===== src/logic/hps_pkg.sv =====
`default_nettype none
package hps_pkg;
	// widths of the parallel port fields
	localparam int unsigned DATA_W   = 12;
	localparam int unsigned ADDR_W   = 5;
	localparam int unsigned REGSEL_W = 2;

	// monitor multiplexer: output channels first, then the monitor inputs
	localparam int unsigned MON_CHANNELS = 32;
	localparam int unsigned MON_INPUTS   = 4;
	localparam int unsigned MON_SOURCES  = MON_CHANNELS + MON_INPUTS;
	localparam int unsigned MON_SEL_W    = 6;
	localparam int unsigned IN_CHANNELS  = 40;

	// i2c hardware address width
	localparam int unsigned I2C_ADDR_W = 2;

	// interface mode, gray coded so parallel->spi->i2c moves one bit
	typedef enum logic [1:0] {
		HPS_MODE_PAR = 2'h0,
		HPS_MODE_SPI = 2'h1,
		HPS_MODE_I2C = 2'h3
	} hps_mode_t;

	// destination register class on the register select lines
	typedef enum logic [1:0] {
		HPS_REG_SPECIAL = 2'h0,
		HPS_REG_GAIN    = 2'h1,
		HPS_REG_OFFSET  = 2'h2,
		HPS_REG_DATA    = 2'h3
	} hps_regsel_t;

	// values after reset
	localparam hps_mode_t                MODE_RST  = HPS_MODE_PAR;
	localparam logic [DATA_W-1:0]        DATA_RST  = 12'h000;
	localparam logic [ADDR_W-1:0]        ADDR_RST  = 5'h00;
	localparam logic [REGSEL_W-1:0]      REG_RST   = 2'h0;
	localparam logic [I2C_ADDR_W-1:0]    I2C_RST   = 2'h0;
	localparam logic [MON_SOURCES-1:0]   ROUTE_RST = 36'h0_0000_0000;
endpackage
`default_nettype wire


===== src/logic/hps_mon_if.sv =====
`timescale 1ns/10ps
`default_nettype none
// carries the monitor selection to the decoder and the switch enables back
interface hps_mon_if;
	logic                               enable;
	logic [hps_pkg::MON_SEL_W-1:0]      select;
	logic [hps_pkg::MON_SOURCES-1:0]    route;

	modport ctrl (output enable, output select, input route);
	modport dec  (input enable, input select, output route);
endinterface
`default_nettype wire


===== src/logic/hps_mon_decode.sv =====
`timescale 1ns/10ps
`default_nettype none
module hps_mon_decode (
	// selection in, switch enables out
	hps_mon_if.dec mon
);
	// one comparator per source; codes past the last source select nothing
	genvar gi;
	generate
		for (gi = 0; gi < hps_pkg::MON_SOURCES; gi++) begin : g_src
			assign mon.route[gi] = mon.enable &&
				(mon.select == hps_pkg::MON_SEL_W'(gi)); // RQ1
		end
	endgenerate
endmodule
`default_nettype wire


===== src/logic/hps_pin_select.sv =====
// Summary of operation
// RQ1 - monitor enabled routes exactly one of 36 sources to monitor output; here selects 36 to 63 route no source
// RQ2 - interface select high gives serial; protocol select picks SPI or I2C
// RQ3 - interface select low gives parallel mode
// RQ4 - parallel: select pin is level-sensitive active-low device select
// RQ5 - parallel: write on strobe rising edge only while select low
// RQ6 - SPI: shared select pin is the frame sync input
// RQ7 - SPI: chain enable pin high enables daisy-chain, level sensitive
// RQ8 - I2C: two shared pins sampled as hardware address bits
// RQ9 - parallel data bus is 12 bits, top line MSB, line zero LSB
// RQ10 - five channel address lines and two register select lines
// RQ11 - toggle mode: shared output pin picks data register A or B
// RQ12 - host keeps interface and protocol selects static while running
`timescale 1ns/10ps
`default_nettype none
module hps_pin_select (
	// clock, reset, enable
	input  wire logic                                clk_sys_i,
	input  wire logic                                resetn_i,
	input  wire logic                                clk_en_i,
	// mode straps
	input  wire logic                                interface_select_i,
	input  wire logic                                proto_select_i,
	// shared pins: select/sync/addr0 and write/chain/addr1
	input  wire logic                                shared_sel_i,
	input  wire logic                                shared_wr_i,
	// parallel bus
	input  wire logic [hps_pkg::DATA_W-1:0]          parallel_data_bus_i,
	input  wire logic [hps_pkg::ADDR_W-1:0]          channel_address_i,
	input  wire logic [hps_pkg::REGSEL_W-1:0]        register_select_i,
	input  wire logic                                toggle_mode_i,
	// two-way serial-output / bank pin
	input  wire logic                                sdo_bank_i,
	output logic                                     sdo_bank_o,
	output logic                                     sdo_bank_oe_o,
	input  wire logic                                serial_dout_i,
	// monitor control
	input  wire logic                                monitor_enable_i,
	input  wire logic [hps_pkg::MON_SEL_W-1:0]       monitor_select_i,
	// decoded roles
	output logic [1:0]                               mode_o,
	output logic                                     par_selected_o,
	output logic                                     par_write_o,
	output logic [hps_pkg::DATA_W-1:0]               par_data_o,
	output logic [hps_pkg::ADDR_W-1:0]               par_chan_o,
	output logic [hps_pkg::REGSEL_W-1:0]             par_reg_o,
	output logic                                     par_bank_b_o,
	output logic                                     frame_sync_o,
	output logic                                     spi_chain_en_o,
	output logic [hps_pkg::I2C_ADDR_W-1:0]           i2c_addr_o,
	// monitor switch enables
	output logic [hps_pkg::MON_SOURCES-1:0]          monitor_output_o,
	output logic                                     monitor_active_o
);
	hps_pkg::hps_mode_t                 mode_q, mode_d;
	logic                               wr_q, wr_d;
	logic                               wr_rise;
	logic                               sel_q, sel_d;
	logic                               write_q, write_d;
	logic [hps_pkg::DATA_W-1:0]         data_q, data_d;
	logic [hps_pkg::ADDR_W-1:0]         chan_q, chan_d;
	logic [hps_pkg::REGSEL_W-1:0]       reg_q, reg_d;
	logic                               bank_q, bank_d;
	logic                               sync_q, sync_d;
	logic                               chain_q, chain_d;
	logic [hps_pkg::I2C_ADDR_W-1:0]     i2c_q, i2c_d;
	logic                               sdo_q, sdo_d;
	logic                               sdo_oe_q, sdo_oe_d;
	logic [hps_pkg::MON_SOURCES-1:0]    route_q, route_d;
	logic                               active_q, active_d;

	hps_mon_if mon ();

	// monitor decode lives in its own module so the switch map is one loop
	hps_mon_decode u_mon_decode (
		.mon (mon.dec)
	);

	assign mon.enable = monitor_enable_i;
	assign mon.select = monitor_select_i;

	// strobe edge seen against the last sampled level
	assign wr_rise = shared_wr_i && !wr_q;

	// next values of the pin roles; mode follows the straps on every enabled cycle,
	// which is only safe because the host keeps them still while busy
	always_comb begin
		mode_d   = mode_q;
		wr_d     = shared_wr_i;
		sel_d    = 1'b0;
		write_d  = 1'b0;
		data_d   = data_q;
		chan_d   = chan_q;
		reg_d    = reg_q;
		bank_d   = bank_q;
		sync_d   = 1'b1;
		chain_d  = 1'b0;
		i2c_d    = i2c_q;
		sdo_d    = 1'b0;
		sdo_oe_d = 1'b0;
		if (!interface_select_i) begin
			mode_d = hps_pkg::HPS_MODE_PAR; // RQ3
		end else if (proto_select_i) begin
			mode_d = hps_pkg::HPS_MODE_I2C; // RQ2
		end else begin
			mode_d = hps_pkg::HPS_MODE_SPI; // RQ2
		end
		unique case (mode_q)
			hps_pkg::HPS_MODE_PAR: begin
				sel_d = !shared_sel_i; // RQ4
				if (!shared_sel_i && wr_rise) begin
					write_d = 1'b1; // RQ5
					data_d  = parallel_data_bus_i; // RQ9
					chan_d  = channel_address_i; // RQ10
					reg_d   = register_select_i; // RQ10
					// normal mode always lands in register A
					bank_d  = toggle_mode_i && sdo_bank_i; // RQ11
				end
			end
			hps_pkg::HPS_MODE_SPI: begin
				sync_d   = shared_sel_i; // RQ6
				chain_d  = shared_wr_i; // RQ7
				sdo_d    = serial_dout_i;
				sdo_oe_d = 1'b1;
			end
			hps_pkg::HPS_MODE_I2C: begin
				i2c_d = {shared_wr_i, shared_sel_i}; // RQ8
			end
			default: begin
				// unused code: fall back to parallel on the next edge
				mode_d = hps_pkg::HPS_MODE_PAR;
			end
		endcase
	end

	// pin role registers; a low enable freezes everything
	always_ff @(posedge clk_sys_i or negedge resetn_i) begin
		if (!resetn_i) begin
			mode_q   <= hps_pkg::MODE_RST;
			wr_q     <= 1'b1;
			sel_q    <= 1'b0;
			write_q  <= 1'b0;
			data_q   <= hps_pkg::DATA_RST;
			chan_q   <= hps_pkg::ADDR_RST;
			reg_q    <= hps_pkg::REG_RST;
			bank_q   <= 1'b0;
			sync_q   <= 1'b1;
			chain_q  <= 1'b0;
			i2c_q    <= hps_pkg::I2C_RST;
			sdo_q    <= 1'b0;
			sdo_oe_q <= 1'b0;
		end else if (clk_en_i) begin
			mode_q   <= mode_d;
			wr_q     <= wr_d;
			sel_q    <= sel_d;
			write_q  <= write_d;
			data_q   <= data_d;
			chan_q   <= chan_d;
			reg_q    <= reg_d;
			bank_q   <= bank_d;
			sync_q   <= sync_d;
			chain_q  <= chain_d;
			i2c_q    <= i2c_d;
			sdo_q    <= sdo_d;
			sdo_oe_q <= sdo_oe_d;
		end
	end

	// next monitor switch state
	always_comb begin
		route_d  = mon.route; // RQ1
		active_d = |mon.route;
	end

	// monitor registers: switches change on a clean edge, never glitch
	always_ff @(posedge clk_sys_i or negedge resetn_i) begin
		if (!resetn_i) begin
			route_q  <= hps_pkg::ROUTE_RST;
			active_q <= 1'b0;
		end else if (clk_en_i) begin
			route_q  <= route_d;
			active_q <= active_d;
		end
	end

	// outputs straight from the registers
	assign mode_o           = mode_q;
	assign par_selected_o   = sel_q;
	assign par_write_o      = write_q;
	assign par_data_o       = data_q;
	assign par_chan_o       = chan_q;
	assign par_reg_o        = reg_q;
	assign par_bank_b_o     = bank_q;
	assign frame_sync_o     = sync_q;
	assign spi_chain_en_o   = chain_q;
	assign i2c_addr_o       = i2c_q;
	assign sdo_bank_o       = sdo_q;
	assign sdo_bank_oe_o    = sdo_oe_q;
	assign monitor_output_o = route_q;
	assign monitor_active_o = active_q;
endmodule
`default_nettype wire


===== config.mk =====
export PLATFORM = sky130hd
export DESIGN_NAME = hps_pin_select
export DESIGN_NICKNAME = d
export VERILOG_FILES = /design/src/logic/hps_pkg.sv /design/src/logic/hps_mon_if.sv /design/src/logic/hps_mon_decode.sv /design/src/logic/hps_pin_select.sv
export SDC_FILE = /design/constraint.sdc
export NUM_CORES = 1
export LEC_CHECK = 0
export BUFFER_PORTS_ARGS = -buffer_cell sky130_fd_sc_hd__buf_4
export CAP_MARGIN = 20
export CORE_MARGIN = 2
export CORE_UTILIZATION = 52
export DETAILED_ROUTE_END_ITERATION = 10
export PLACE_DENSITY_LB_ADDON = 0.25
export SYNTH_ARGS = -nofsm -noshare
export SYNTH_HDL_FRONTEND = slang
export SYNTH_SLANG_ARGS = --single-unit

===== constraint.sdc =====
create_clock -name clk_sys_i -period 4.8 [get_ports clk_sys_i]
set_clock_uncertainty 0.05 [all_clocks]
set_input_delay 0.24 -clock clk_sys_i [delete_from_list [all_inputs] [get_ports clk_sys_i]]
set_output_delay 0.24 -clock clk_sys_i [all_outputs]
set_load 0.02 [all_outputs]

Yosys cells after proc, flatten, opt, wreduce, memory -nomap -nowiden
Index checks and enable logic that the tools add are counted.

Equal/unequal tests: 37. Reduce and logical (&&, ||, !) cells: 47. Multiplexer cells: 10.

Operator list (number): $eq A6 B5 Y1 const B (16); $eq A6 B4 Y1 const B (8); $logic_and A1 B1 Y1 (39); $reduce_or A36 Y1 (1); $eq A6 B3 Y1 const B (4); $eq A6 B6 Y1 const B (4); $eq A6 B2 Y1 const B (2); $mux W1 (7); $eq A6 B1 Y1 const B (1); $logic_not A6 Y1 (1); $mux W2 (3); $reduce_and A3 Y1 (1); $reduce_or A3 Y1 (1); $eq A2 B1 Y1 const B (1); $eq A2 B2 Y1 const B (1); $logic_not A1 Y1 (2); $logic_not A2 Y1 (1); $reduce_and A2 Y1 (1).

Register bits after elaboration: 68. Word-level logic and storage cells: 109. Input port bits: 36.

Depth between registers and ports, before layout
Gate-level depths: netlist of the first run.

Depth in word-level cells: 5. Mapped depth: 5. Depth with buffers taken out: 4.

Modules after synthesis
A second synthesis of the first run with hierarchy kept.

Cells, all modules: 232. Area total of the unflattened synthesis: 3004.1 um^2.

Modules (own cells, without submodules): hps_pin_select (cells an instance 174, area an instance 2642.5 um^2, instances 1); hps_mon_decode (cells an instance 58, area an instance 361.6 um^2, instances 1).

Least setup slack after synthesis of the first run
No wires, ideal clock.

Path type: flip-flop to flip-flop. Start: register mode_q[0] (netlist: mode_o[0]). End: register chan_q, in the netlist par_chan_o[1]. Stages on the path, launching flop included: 5. Path slack: 2.986 ns. Required time: 4.625 ns. Setup time: 0.125 ns. Arrival time: 1.639 ns. Period minus slack after synthesis: 1.814 ns. Path through: dfrtp_1 > or3_4 > nor3_4 > buf_6 > mux2_2.

Cells in the longest elaborated chain, start to end: 2.

RTL lines: from (decl) (RTL line hps_pin_select.sv:55) `hps_pkg::hps_mode_t mode_q, mode_d;`; from (signal assigned) (RTL line hps_pin_select.sv:139) `mode_q <= hps_pkg::MODE_RST;`; from (signal assigned) (RTL line hps_pin_select.sv:153) `mode_q <= mode_d;`; $logic_not A2 Y1 (RTL line hps_pin_select.sv:108) `unique case (mode_q)`; $reduce_and A3 Y1 (no source line); to (signal assigned) (RTL line hps_pin_select.sv:144) `chan_q <= hps_pkg::ADDR_RST;`; to (signal assigned) (RTL line hps_pin_select.sv:158) `chan_q <= chan_d;`; to (decl) (RTL line hps_pin_select.sv:61) `logic [hps_pkg::ADDR_W-1:0] chan_q, chan_d;`.

No other way between the ends. A chain may end at the register's enable or synchronous reset.

Worst setup path after layout of the first run
Start: register mode_q[0] (netlist: mode_o[0]). End: register data_q, in the netlist par_data_o[11].

Cells in the longest elaborated chain, start to end: 2.

RTL lines: $logic_not A2 Y1 (RTL line hps_pin_select.sv:108); $reduce_and A3 Y1 (no source line); to (signal assigned) (RTL line hps_pin_select.sv:143) `data_q <= hps_pkg::DATA_RST;`; to (signal assigned) (RTL line hps_pin_select.sv:157) `data_q <= data_d;`; to (decl) (RTL line hps_pin_select.sv:60) `logic [hps_pkg::DATA_W-1:0] data_q, data_d;`.

No other way between the ends.

==> metrics.txt, run 1 <==
Synthesized Nets=roughly 260; worst min-delay path class=input pin to flop; Area Growth Syn to Fin=37.0%; TritonCTS buffer count=9; maximum VDD drop=between 200 and 250 uV; crit path kind=flop to flop; number of antenna violations at the first check in global routing=0; cts repair resizes=0; HP Start=parallel_data_bus_i[10]; clock buffer depth=2; first-pass GRT wire length=a little under 10000 um; layout cell share with drive strength beyond 1=a little over two fifths; flop-to-flop setup slack=roughly 2600 ps; drt wl/cell=14.7 um; commonest cells in the synthesized netlist=66 x dfrtp_1, 25 x o2bb2ai_1, 20 x mux2_2, 20 x o21ai_0, 18 x inv_1; Yosys reg bits=just under 70; Syn Area/Cell=around 12 um2; I/O pin count=between 100 and 150; Tcrit/Tclk final=a little under half; Fin. Hold Viols=0; port buffer count=102; Root Buffer Master=clkbuf_8; Max Cap Violations=0; Startpoint Class=flop; die height=76.9 um; gr usage total=a little over a fifth; gr ovfl total=0; Reg clk slew, reported paths=roughly 70 ps; hold slack=70.0 ps; Unique masters post-synth=32; die footprint=approximately 5900 um2; sequential share of the synthesized area=between 60% and 70%; placement row count=26; post-route insts no fill=just over 400; Worst Path Max Fanout=22; crit path time final=2210 ps; count leader, synth=dfrtp_1; CTS tree=yes; post-route ant nets=0; Synth warnings=0; mapped cell area=2770 um2; Avg Vias per Cell=5.23; asr flop ratio synth=100%; diode count=0; later-pin clock latency in the skew report=~330 ps; max incr delay on CP=roughly 770 ps; Pleak=between 0.0015 and 0.002 uW; Slew Limit Fails=0; CP endpoint kind=flop; # clock sinks=~70; reg2reg start=mode_o[0]$_DFFE_PN0P_; Worst EP arrival=between 2000 and 2500 ps; Slowest cell on crit path=nor3_4; Final HPWL DP=4120 um; initial core utilization=between 50 and 60%; Yosys top cell by area=dfrtp_1; H-tree levels=3; nets=approximately 370; Max Clk Rate=around 0.45 GHz; post-synthesis cell count=about 230; Worst-Margin Slew=942 ps; crit path cell chain=or3_4 -> nor3_4 -> mux2_2; Placed Instances=just under 400; RSZ-0062 raised after global routing=false; area share of the leading cell type in the synthesized netlist=59.7%; vias in the first global route=~2100; Hold EP=par_data_o[10]$_DFFE_PN0P_; Critical R2R Capture=par_data_o[11]$_DFFE_PN0P_; Detailed Route WL=~5900 um; final setup fails=0; Critical Path RT=4970 ps; vias=around 2100; TNS Setup=0 ps; Main synth FF type=dfrtp_1; hold depth=2; Post-synth EDFFs=0; outcome=finished, final reports clean; pin count of the biggest net entering global routing=just under 70; PD cells=407 nW/um2; Worst slew margin=between 30% and 40%; routability cong.=~0.8; router iterations before antenna repair=4; Core ar.=5110 um2; top cells by area, synth=dfrtp_1 60%, mux2_2 8.1%, o2bb2ai_1 7.9%, o21ai_0 3.6%, inv_1 2.4%; drt initial violations=109; # DRC=0; Die Width=approximately 77 um; Reg2Reg Depth=3
## cells in the final DEF (no fill, tap or decap), types with 8 or more instances in the layout
cell       Yosys  routed
buf_4          0     102
dfrtp_1       66      66
o2bb2ai_1     25      25
o21ai_0       20      20
mux2_2        20      20
inv_1         18      18
nand2_1       15      15
clkbuf_8       0      13
nand4_1        9       9
nand3_1        8       8
## final cells by class
| type | instances | area [um2] |
|---|---|---|
| Sequential cell | 68 | 1700 |
| Fill cell | 354 | 1320 |
| Multi-Input combinational cell | 129 | 933 |
| Timing Repair Buffer | 103 | 776 |
| Clock buffer | 13 | 179 |
| Tap cell | 70 | 87.6 |
| Inverter | 18 | 67.6 |
| Clock inverter | 3 | 42.5 |
## critical path, delay by kind of cell, from the launching register on
kind	cells	cell delay, ps
multiplexers	1	420
AND/OR/NAND/NOR	2	1190
flip-flops	1	430
## metrics by stage
step / setup slack, ps / util [%] / total power [uW] / cell area (um2)
global placement: 2610 / 69.7 / 1040 / 3560
finish: 2590 / 74.2 / 1540 / 3790
global route: 2460 / 74.2 / 1610 / 3790
CTS: 2560 / 74.2 / 1550 / 3790
detailed placement: 2570 / 69.7 / 1050 / 3560
floorplan: 2990 / - / 880 / 2770
## worst max-delay path by stage
stage	from	cells past startpoint	slack [ps]	end
after global placement	mode_o[0]$_DFFE_PN0P_	3	2610	par_data_o[5]$_DFFE_PN0P_
final	mode_o[0]$_DFFE_PN0P_	3	2590	par_data_o[11]$_DFFE_PN0P_
after CTS	mode_o[0]$_DFFE_PN0P_	3	2560	par_chan_o[3]$_DFFE_PN0P_
after floorplan	mode_o[0]$_DFFE_PN0P_	4	2990	par_chan_o[1]$_DFFE_PN0P_
after global routing	mode_o[0]$_DFFE_PN0P_	3	2460	par_chan_o[3]$_DFFE_PN0P_
after detailed placement	mode_o[0]$_DFFE_PN0P_	3	2570	par_chan_o[3]$_DFFE_PN0P_
## where the power goes
group	switching (uW)	internal [uW]
combinational	186	166
clock	208	296
sequential	37.5	648
## logic make-up (layout without fill, tap and decap cells)
kind of cell           Yosys count  count (layout)  share of synthesized area (%)
buffers and inverters           30             137                           4.66
DFF                             68              68                           61.6
AOI/OAI and AO/OA               58              58                           14.9
and+or+nand+nor                 50              50                           10.3
muxes                           21              21                           8.55
## routing by layer
layer | share of wire, % | track usage (%) | wire length (um) | vias to the layer above
met2 | 46 | 32.0 | 2740 | 91
met3 | 7.4 | 6.12 | 436 | 10
met1 | 45 | 28.6 | 2650 | 991
li1 | - | - | - | 1022
met4 | 1.7 | 9.09 | 101 | 0
met5 | 0 | 0 | 0 | -
## timing repair
| action | in CTS | in global routing |
|---|---|---|
| hold buffers | 1 | 0 |
| hold endpoints to repair | 66 | 0 |
| buffers inserted | 0 | 0 |
| setup endpoints to repair | 0 | 0 |
## state kept, by name, indices dropped and copies added, names as in the netlist
| name | flops |
|---|---|
| frame_sync_o | 1 |
| i2c_addr_o | 2 |
| mode_o | 2 |
| monitor_active_o | 1 |
| monitor_output_o | 36 |
| par_bank_b_o | 1 |
| par_chan_o | 5 |
| par_data_o | 12 |
| par_reg_o | 2 |
| par_selected_o | 1 |
| par_write_o | 1 |
| sdo_bank_o | 1 |
| sdo_bank_oe_o | 1 |
| spi_chain_en_o | 1 |
| wr_q | 1 |
Power figures use the tool's default switching activity.
==> run 2, diff against run 1 <==
- ABC_AREA: not set -> 1
- CORE_UTILIZATION: 52 -> 49
- clock period: 4.8 -> 2.15 ns (I/O delays scaled with it)
==> run 2 against run 1 <==
  * Critical path depth increased by 4
  * Fmax increased by 19%
  * Via count increased by 19%
  * Sequential share of layout area decreased by 2.6 points
  * Worst setup slack got worse by 2300 ps
  * Combinational power increased by 110%
  * Total power increased by 110%
  * Non-clock buffer count increased by 26
  * Critical path type unchanged
==> metrics.txt, run 2 <==
TNS Setup=0 ps (unchanged); hold buffer count at cts=25 (+24); # clock sinks=68 (unchanged); Fin. Hold Viols=0 (unchanged); crit path cell chain=nor2_1 -> nand2_1 -> nor3_4 -> buf_4 -> nand3_1 -> dlygate4sd3_1 -> nand2_1; Pleak=0.00210 uW (+17%); die footprint=6430 um2 (+8.6%); area of the multi-input gates=952 um2 (+2.0%); most frequent cells in the layout=138 x nand2_1, 103 x buf_4, 66 x dfrtp_1, 31 x o31ai_1, 25 x dlygate4sd3_1; gr ovfl total=0 (unchanged); power share of the combinational group=23.5% (+0.7 points); vias=2521 (+19%); Worst slew margin=44.9% (+7.9 points); asr flop ratio synth=100% (unchanged); Syn Area/Cell=9.38 um2 (-23%); post-route insts no fill=503 (+25%); drt wl/cell=13.8 um (-6.1%); pin count of the biggest net entering global routing=69 (unchanged); Slowest cell on crit path=dlygate4sd3_1; number of antenna violations at the first check in global routing=0 (unchanged); outcome=finished, final reports clean; Worst-Margin Slew=826 ps (-116 ps); Startpoint Class=flop; diode count=0 (unchanged); fill cell count=419 (+18%); TritonCTS buffer count=9 (unchanged); Main synth FF type=dfrtp_1; Slew Limit Fails=0 (unchanged); first-pass GRT wire length=11600 um (+18%); PD cells=788 nW/um2 (+94%); maximum VDD drop=571 uV (+160%); leading cell type in the layout, fill and taps excluded=nand2_1; Unique masters post-synth=22 (-31%); die height=80.2 um (+4.2%); drt initial violations=155 (+42%); RSZ-0062 raised after global routing=false; Core Util, Final=72.5% (-1.7 points); gr usage total=23.5% (+2.3 points); placement row count=27 (+3.8%); crit path time final=1860 ps (-345 ps); part of the power in registers=47.8% (+3.3 points); CP endpoint kind=flop; cts repair resizes=0 (unchanged); Area Growth Syn to Fin=41.4%; Reg area=1700 um2 (unchanged); initial core utilization=51.3% (-2.9 points); router iterations before antenna repair=4 (unchanged); Worst Path Max Fanout=20 (-9.1%); setup bufs post-CTS=0 (unchanged); I/O pin count=103 (unchanged); H-tree levels=3 (unchanged); Post-synth EDFFs=0 (unchanged); Synth warnings=0 (unchanged); Die Width=80.2 um (+4.2%); Core ar.=5540 um2 (+8.5%); Max Cap Violations=0 (unchanged); Placed Instances=463 (+20%); clock share of power=28.7% (-4.0 points); top cells by area, synth=dfrtp_1 58%, nand2_1 18%, o31ai_1 8.2%, buf_6 2.0%, dfstp_2 1.8%; Final HPWL DP=4480 um (+8.7%); # DRC=0 (unchanged); area share of the leading cell type in the synthesized netlist=58.1% (-1.6 points); sequential share of the synthesized area=59.9% (-1.7 points); commonest cells in the synthesized netlist=138 x nand2_1, 66 x dfrtp_1, 31 x o31ai_1, 14 x inv_1, 13 x nor2_1; Worst EP arrival=2080 ps (-300 ps); flop-to-flop setup slack=290 ps (-2300 ps); Yosys reg bits=68 (unchanged); crit path kind=flop to flop; Critical Path RT=2360 ps (-2610 ps); later-pin clock latency in the skew report=320 ps (about the same); vias in the first global route=2458 (+19%); Psw=951 uW (+120%); Yosys top cell by area=dfrtp_1; post-synthesis cell count=303 (+33%); hold slack=25.5 ps (-44.5 ps); Root Buffer Master=clkbuf_8; max reg flops=36 (unchanged); count leader, synth=nand2_1; final setup fails=0 (unchanged); clock buffer depth=2 (unchanged); port buffer count=102 (unchanged); worst min-delay path class=input pin to flop; routability cong.=0.744 (-8.2%); Most Frequent Cell on Critical Path=nand2_1; layout cell share with drive strength beyond 1=29.5% (-13 points); post-route ant nets=0 (unchanged); switching share of power=30.0% (+2.0 points); Pwr Total=3170 uW (+110%); CTS tree=yes; internal power=2220 uW (+100%); Detailed Route WL=6920 um (+17%); Synthesized Nets=339 (+29%); Max Clk Rate=0.536 GHz (+19%); Tcrit/Tclk final=86.7% (+41 points); mapped cell area=2840 um2 (+2.8%); Reg clk slew, reported paths=70 ps (about the same); nets=463 (+27%); max incr delay on CP=560 ps (-210 ps); Avg Vias per Cell=5.01 (-4.2%)
==> run 2: cell type report <==
type,instances,share of cell area (%)
tap,72,2.24
inverter,16,1.49
timing repair buffer,129,26.0
sequential,68,42.4
multi-input combinational,203,23.7
clock buffer,13,3.95
clock inverter,2,0.249
==> run 2: final timing paths <==
path,endpoint,start,cells past startpoint
hold reg to reg,par_data_o[11]$_DFFE_PN0P_,par_data_o[11]$_DFFE_PN0P_,2
hold / removal,mode_o[0]$_DFFE_PN0P_,interface_select_i,3
max in group asynchronous,monitor_output_o[9]$_DFFE_PN0P_,resetn_i,2
setup reg to reg,par_bank_b_o$_DFFE_PN0P_,mode_o[0]$_DFFE_PN0P_,7
min in group asynchronous,monitor_output_o[34]$_DFFE_PN0P_,resetn_i,2
setup / recovery,par_bank_b_o$_DFFE_PN0P_,mode_o[0]$_DFFE_PN0P_,7
==> run 2: metrics by stage <==
step	area, um2	setup WS, ps
floorplan	2840	868
global placement	3600	880
detailed placement	3600	878
CTS	4020	303
global route	4020	175
finish	4020	286
==> run 2: critical path, delay by kind of cell, from the launching register on <==
| family | cells | cell delay, ps |
|---|---|---|
| flip-flops | 1 | 420 |
| buffers and inverters | 2 | 820 |
| AND/OR/NAND/NOR | 5 | 510 |
==> run 2: cells by family (layout without fill, tap and decap cells) <==
family	after synthesis	after routing	share of synthesized area [%]
flops	68	68	59.9
simple gates	162	162	23.3
buf+inv	32	160	6.56
compound gates	41	41	10.2
==> run 2: power by group through the flow <==
stage	Clock [uW]	Sequential [uW]	Combinational (uW)
floorplan	0	1710	182
global placement	0	1530	696
detailed placement	0	1530	710
CTS	930	1510	748
global route	986	1530	812
finish	908	1510	745
==> run 2: per-layer routing <==
metal	vias up	global-route usage [%]	wire (um)
li1	1215	-	-
met1	1212	29.9	2870
met2	81	38.5	3540
met3	13	5.51	364
met4	0	10.0	138
met5	-	0	0
==> run 3, diff against run 2 <==
--- a/config.mk
+++ b/config.mk
@@ -7,3 +7,3 @@
 export LEC_CHECK = 0
-export ABC_AREA = 1
+export ABC_AREA = 0
 export BUFFER_PORTS_ARGS = -buffer_cell sky130_fd_sc_hd__buf_4
==> constraint.sdc (replaced) <==
create_clock -name clk_sys_i -period 2.15 [get_ports clk_sys_i]
set_clock_uncertainty 0.05 [all_clocks]
set_input_delay 0.43 -clock clk_sys_i [delete_from_list [all_inputs] [get_ports clk_sys_i]]
set_output_delay 0.43 -clock clk_sys_i [all_outputs]
set_load 0.02 [all_outputs]
==> run 3 against run 2 <==
  * Wire length fell by 11%
  * Final area fell by 5.5%
  * Flip-flop and latch count did not move
  * Clock power barely moved
  * Cell count fell by 18%
  * Die area fell by 2.5%
  * Critical path depth fell by 3
  * Register-to-register slack improved by 90 ps
  * Largest cell class unchanged
==> metrics.txt, run 3 (synthesized netlist as in run 1, its figures left out) <==
outcome=finished, final reports clean; H-tree levels=3 (unchanged); Worst-Margin Slew=528 ps (-298 ps); Avg Vias per Cell=5.24 (+4.5%); first-pass GRT wire length=10200 um (-13%); post-route ant nets=0 (unchanged); leading cell type in the layout, fill and taps excluded=buf_4; crit path time final=1770 ps (-92.6 ps); vias in the first global route=2135 (-13%); Pwr Total=3240 uW (+2.3%); Detailed Route WL=6190 um (-11%); Tcrit/Tclk final=82.4% (-4.3 points); later-pin clock latency in the skew report=330 ps (about the same); vias=2148 (-15%); crit path cell chain=or3_4 -> nor3_4 -> buf_12 -> mux2_2; maximum VDD drop=439 uV (-23%); nets=369 (-20%); Critical Path RT=2300 ps (-60 ps); max reg flops=36 (unchanged); Final HPWL DP=4470 um (-0.12%); Max Clk Rate=0.564 GHz (+5.2%); die height=79.1 um (-1.3%); Die Width=79.1 um (-1.3%); final setup fails=0 (unchanged); Worst Path Max Fanout=22 (+10%); routability cong.=0.791 (+6.2%); flop-to-flop setup slack=380 ps (+90 ps); clock buffer depth=2 (unchanged); CTS tree=yes; Area Growth Syn to Fin=37.2%; Worst EP arrival=1930 ps (-150 ps); TNS Setup=0 ps (unchanged); CP endpoint kind=flop; cts repair resizes=0 (unchanged); Fin. Hold Viols=0 (unchanged); Pleak=0.00181 uW (-14%); router iterations before antenna repair=4 (unchanged); die footprint=6260 um2 (-2.5%); Reg clk slew, reported paths=70 ps (about the same); pin count of the biggest net entering global routing=43 (-38%); Worst slew margin=64.8% (+20 points); gr ovfl total=0 (unchanged); # clock sinks=68 (unchanged); gr usage total=21.1% (-2.4 points); Core ar.=5470 um2 (-1.2%); setup bufs post-CTS=0 (unchanged); TritonCTS buffer count=9 (unchanged); number of antenna violations at the first check in global routing=0 (unchanged); placement row count=27 (unchanged); layout cell share with drive strength beyond 1=42.9% (+13 points); RSZ-0062 raised after global routing=false; crit path from=mode_o[0]$_DFFE_PN0P_; port buffer count=102 (unchanged); most frequent cells in the layout=105 x buf_4, 66 x dfrtp_1, 25 x o2bb2ai_1, 20 x o21ai_0, 20 x mux2_2; I/O pin count=103 (unchanged); drt initial violations=91 (-41%); crit path kind=flop to flop; Slowest cell on crit path=dfrtp_1; PD cells=854 nW/um2 (+8.3%); Startpoint Class=flop; Root Buffer Master=clkbuf_8; # DRC=0 (unchanged); worst min-delay path class=input pin to async pin; initial core utilization=50.5% (-0.76 points); drt wl/cell=15.1 um (+9.7%); hold buffer count at cts=0 (-100%); Max Cap Violations=0 (unchanged); diode count=0 (unchanged); Slew Limit Fails=0 (unchanged); max incr delay on CP=440 ps (-120 ps); reg2reg start=mode_o[0]$_DFFE_PN0P_
## run 3: cell count changes in the layout (fill, tap and decap cells not counted), moves of 3 or more
cell,delta
nand2_1,-123
o31ai_1,-31
dlygate4sd3_1,-25
o2bb2ai_1,+25
mux2_2,+20
o21ai_0,+14
nand4_1,+9
nor2_1,-9
a21oi_1,+4
inv_1,+4
nor2b_1,+4
nand3_1,+3
## run 3: final timing paths
check / to / depth (start not counted)
max: par_data_o[1]$_DFFE_PN0P_ / 4
min: par_data_o[7]$_DFFE_PN0P_ / 1
max reg2reg: par_data_o[1]$_DFFE_PN0P_ / 4
min reg2reg: monitor_output_o[13]$_DFFE_PN0P_ / 1
max in group asynchronous: monitor_output_o[31]$_DFFE_PN0P_ / 2
min in group clk_sys_i: par_reg_o[1]$_DFFE_PN0P_ / 2
## run 3: power by group
group	total, uW	internal [uW]	switching, uW	leakage, uW
Sequential	1540	1450	89.4	0.000894
Clock	908	480	429	0.0000905
Combinational	794	378	416	0.000826
## run 3: metal layers
layer | track usage [%] | vias up | routed length, um
li1 | - | 1027 | -
met1 | 29.3 | 1024 | 2800
met2 | 32.6 | 89 | 2890
met3 | 3.75 | 8 | 410
met4 | 9.31 | 0 | 87
met5 | 0 | - | 0
## run 3: area by class of cell
| class | count | area [um2] |
|---|---|---|
| multi-input combinational | 129 | 933 |
| tap | 72 | 90.1 |
| fill | 422 | 1680 |
| clock inverter | 2 | 10.0 |
| sequential | 68 | 1700 |
| clock buffer | 14 | 163 |
| timing repair buffer | 107 | 828 |
| inverter | 18 | 67.6 |
## run 3: stage by stage
| step | std cells | area, um2 | setup WS (ps) | hold WS [ps] | util (%) |
|---|---|---|---|---|---|
| after detailed placement | 394 | 3620 | 335 | 401 | 66.2 |
| after global placement | 394 | 3620 | 363 | 397 | 66.2 |
| after global routing | 410 | 3800 | 292 | 69.8 | 69.4 |
| after floorplan | 227 | 2770 | 336 | 84.4 | - |
| after CTS | 410 | 3800 | 368 | 43.4 | 69.4 |
| final | 410 | 3800 | 378 | 30.4 | 69.4 |
## run 3: worst max-delay path: cells and delay by family, from the launching register on
family / cells / cell delay [ps]
buffers and inverters: 1 / 190
flip-flops: 1 / 440
AND/OR/NAND/NOR: 2 / 620
multiplexers: 1 / 350
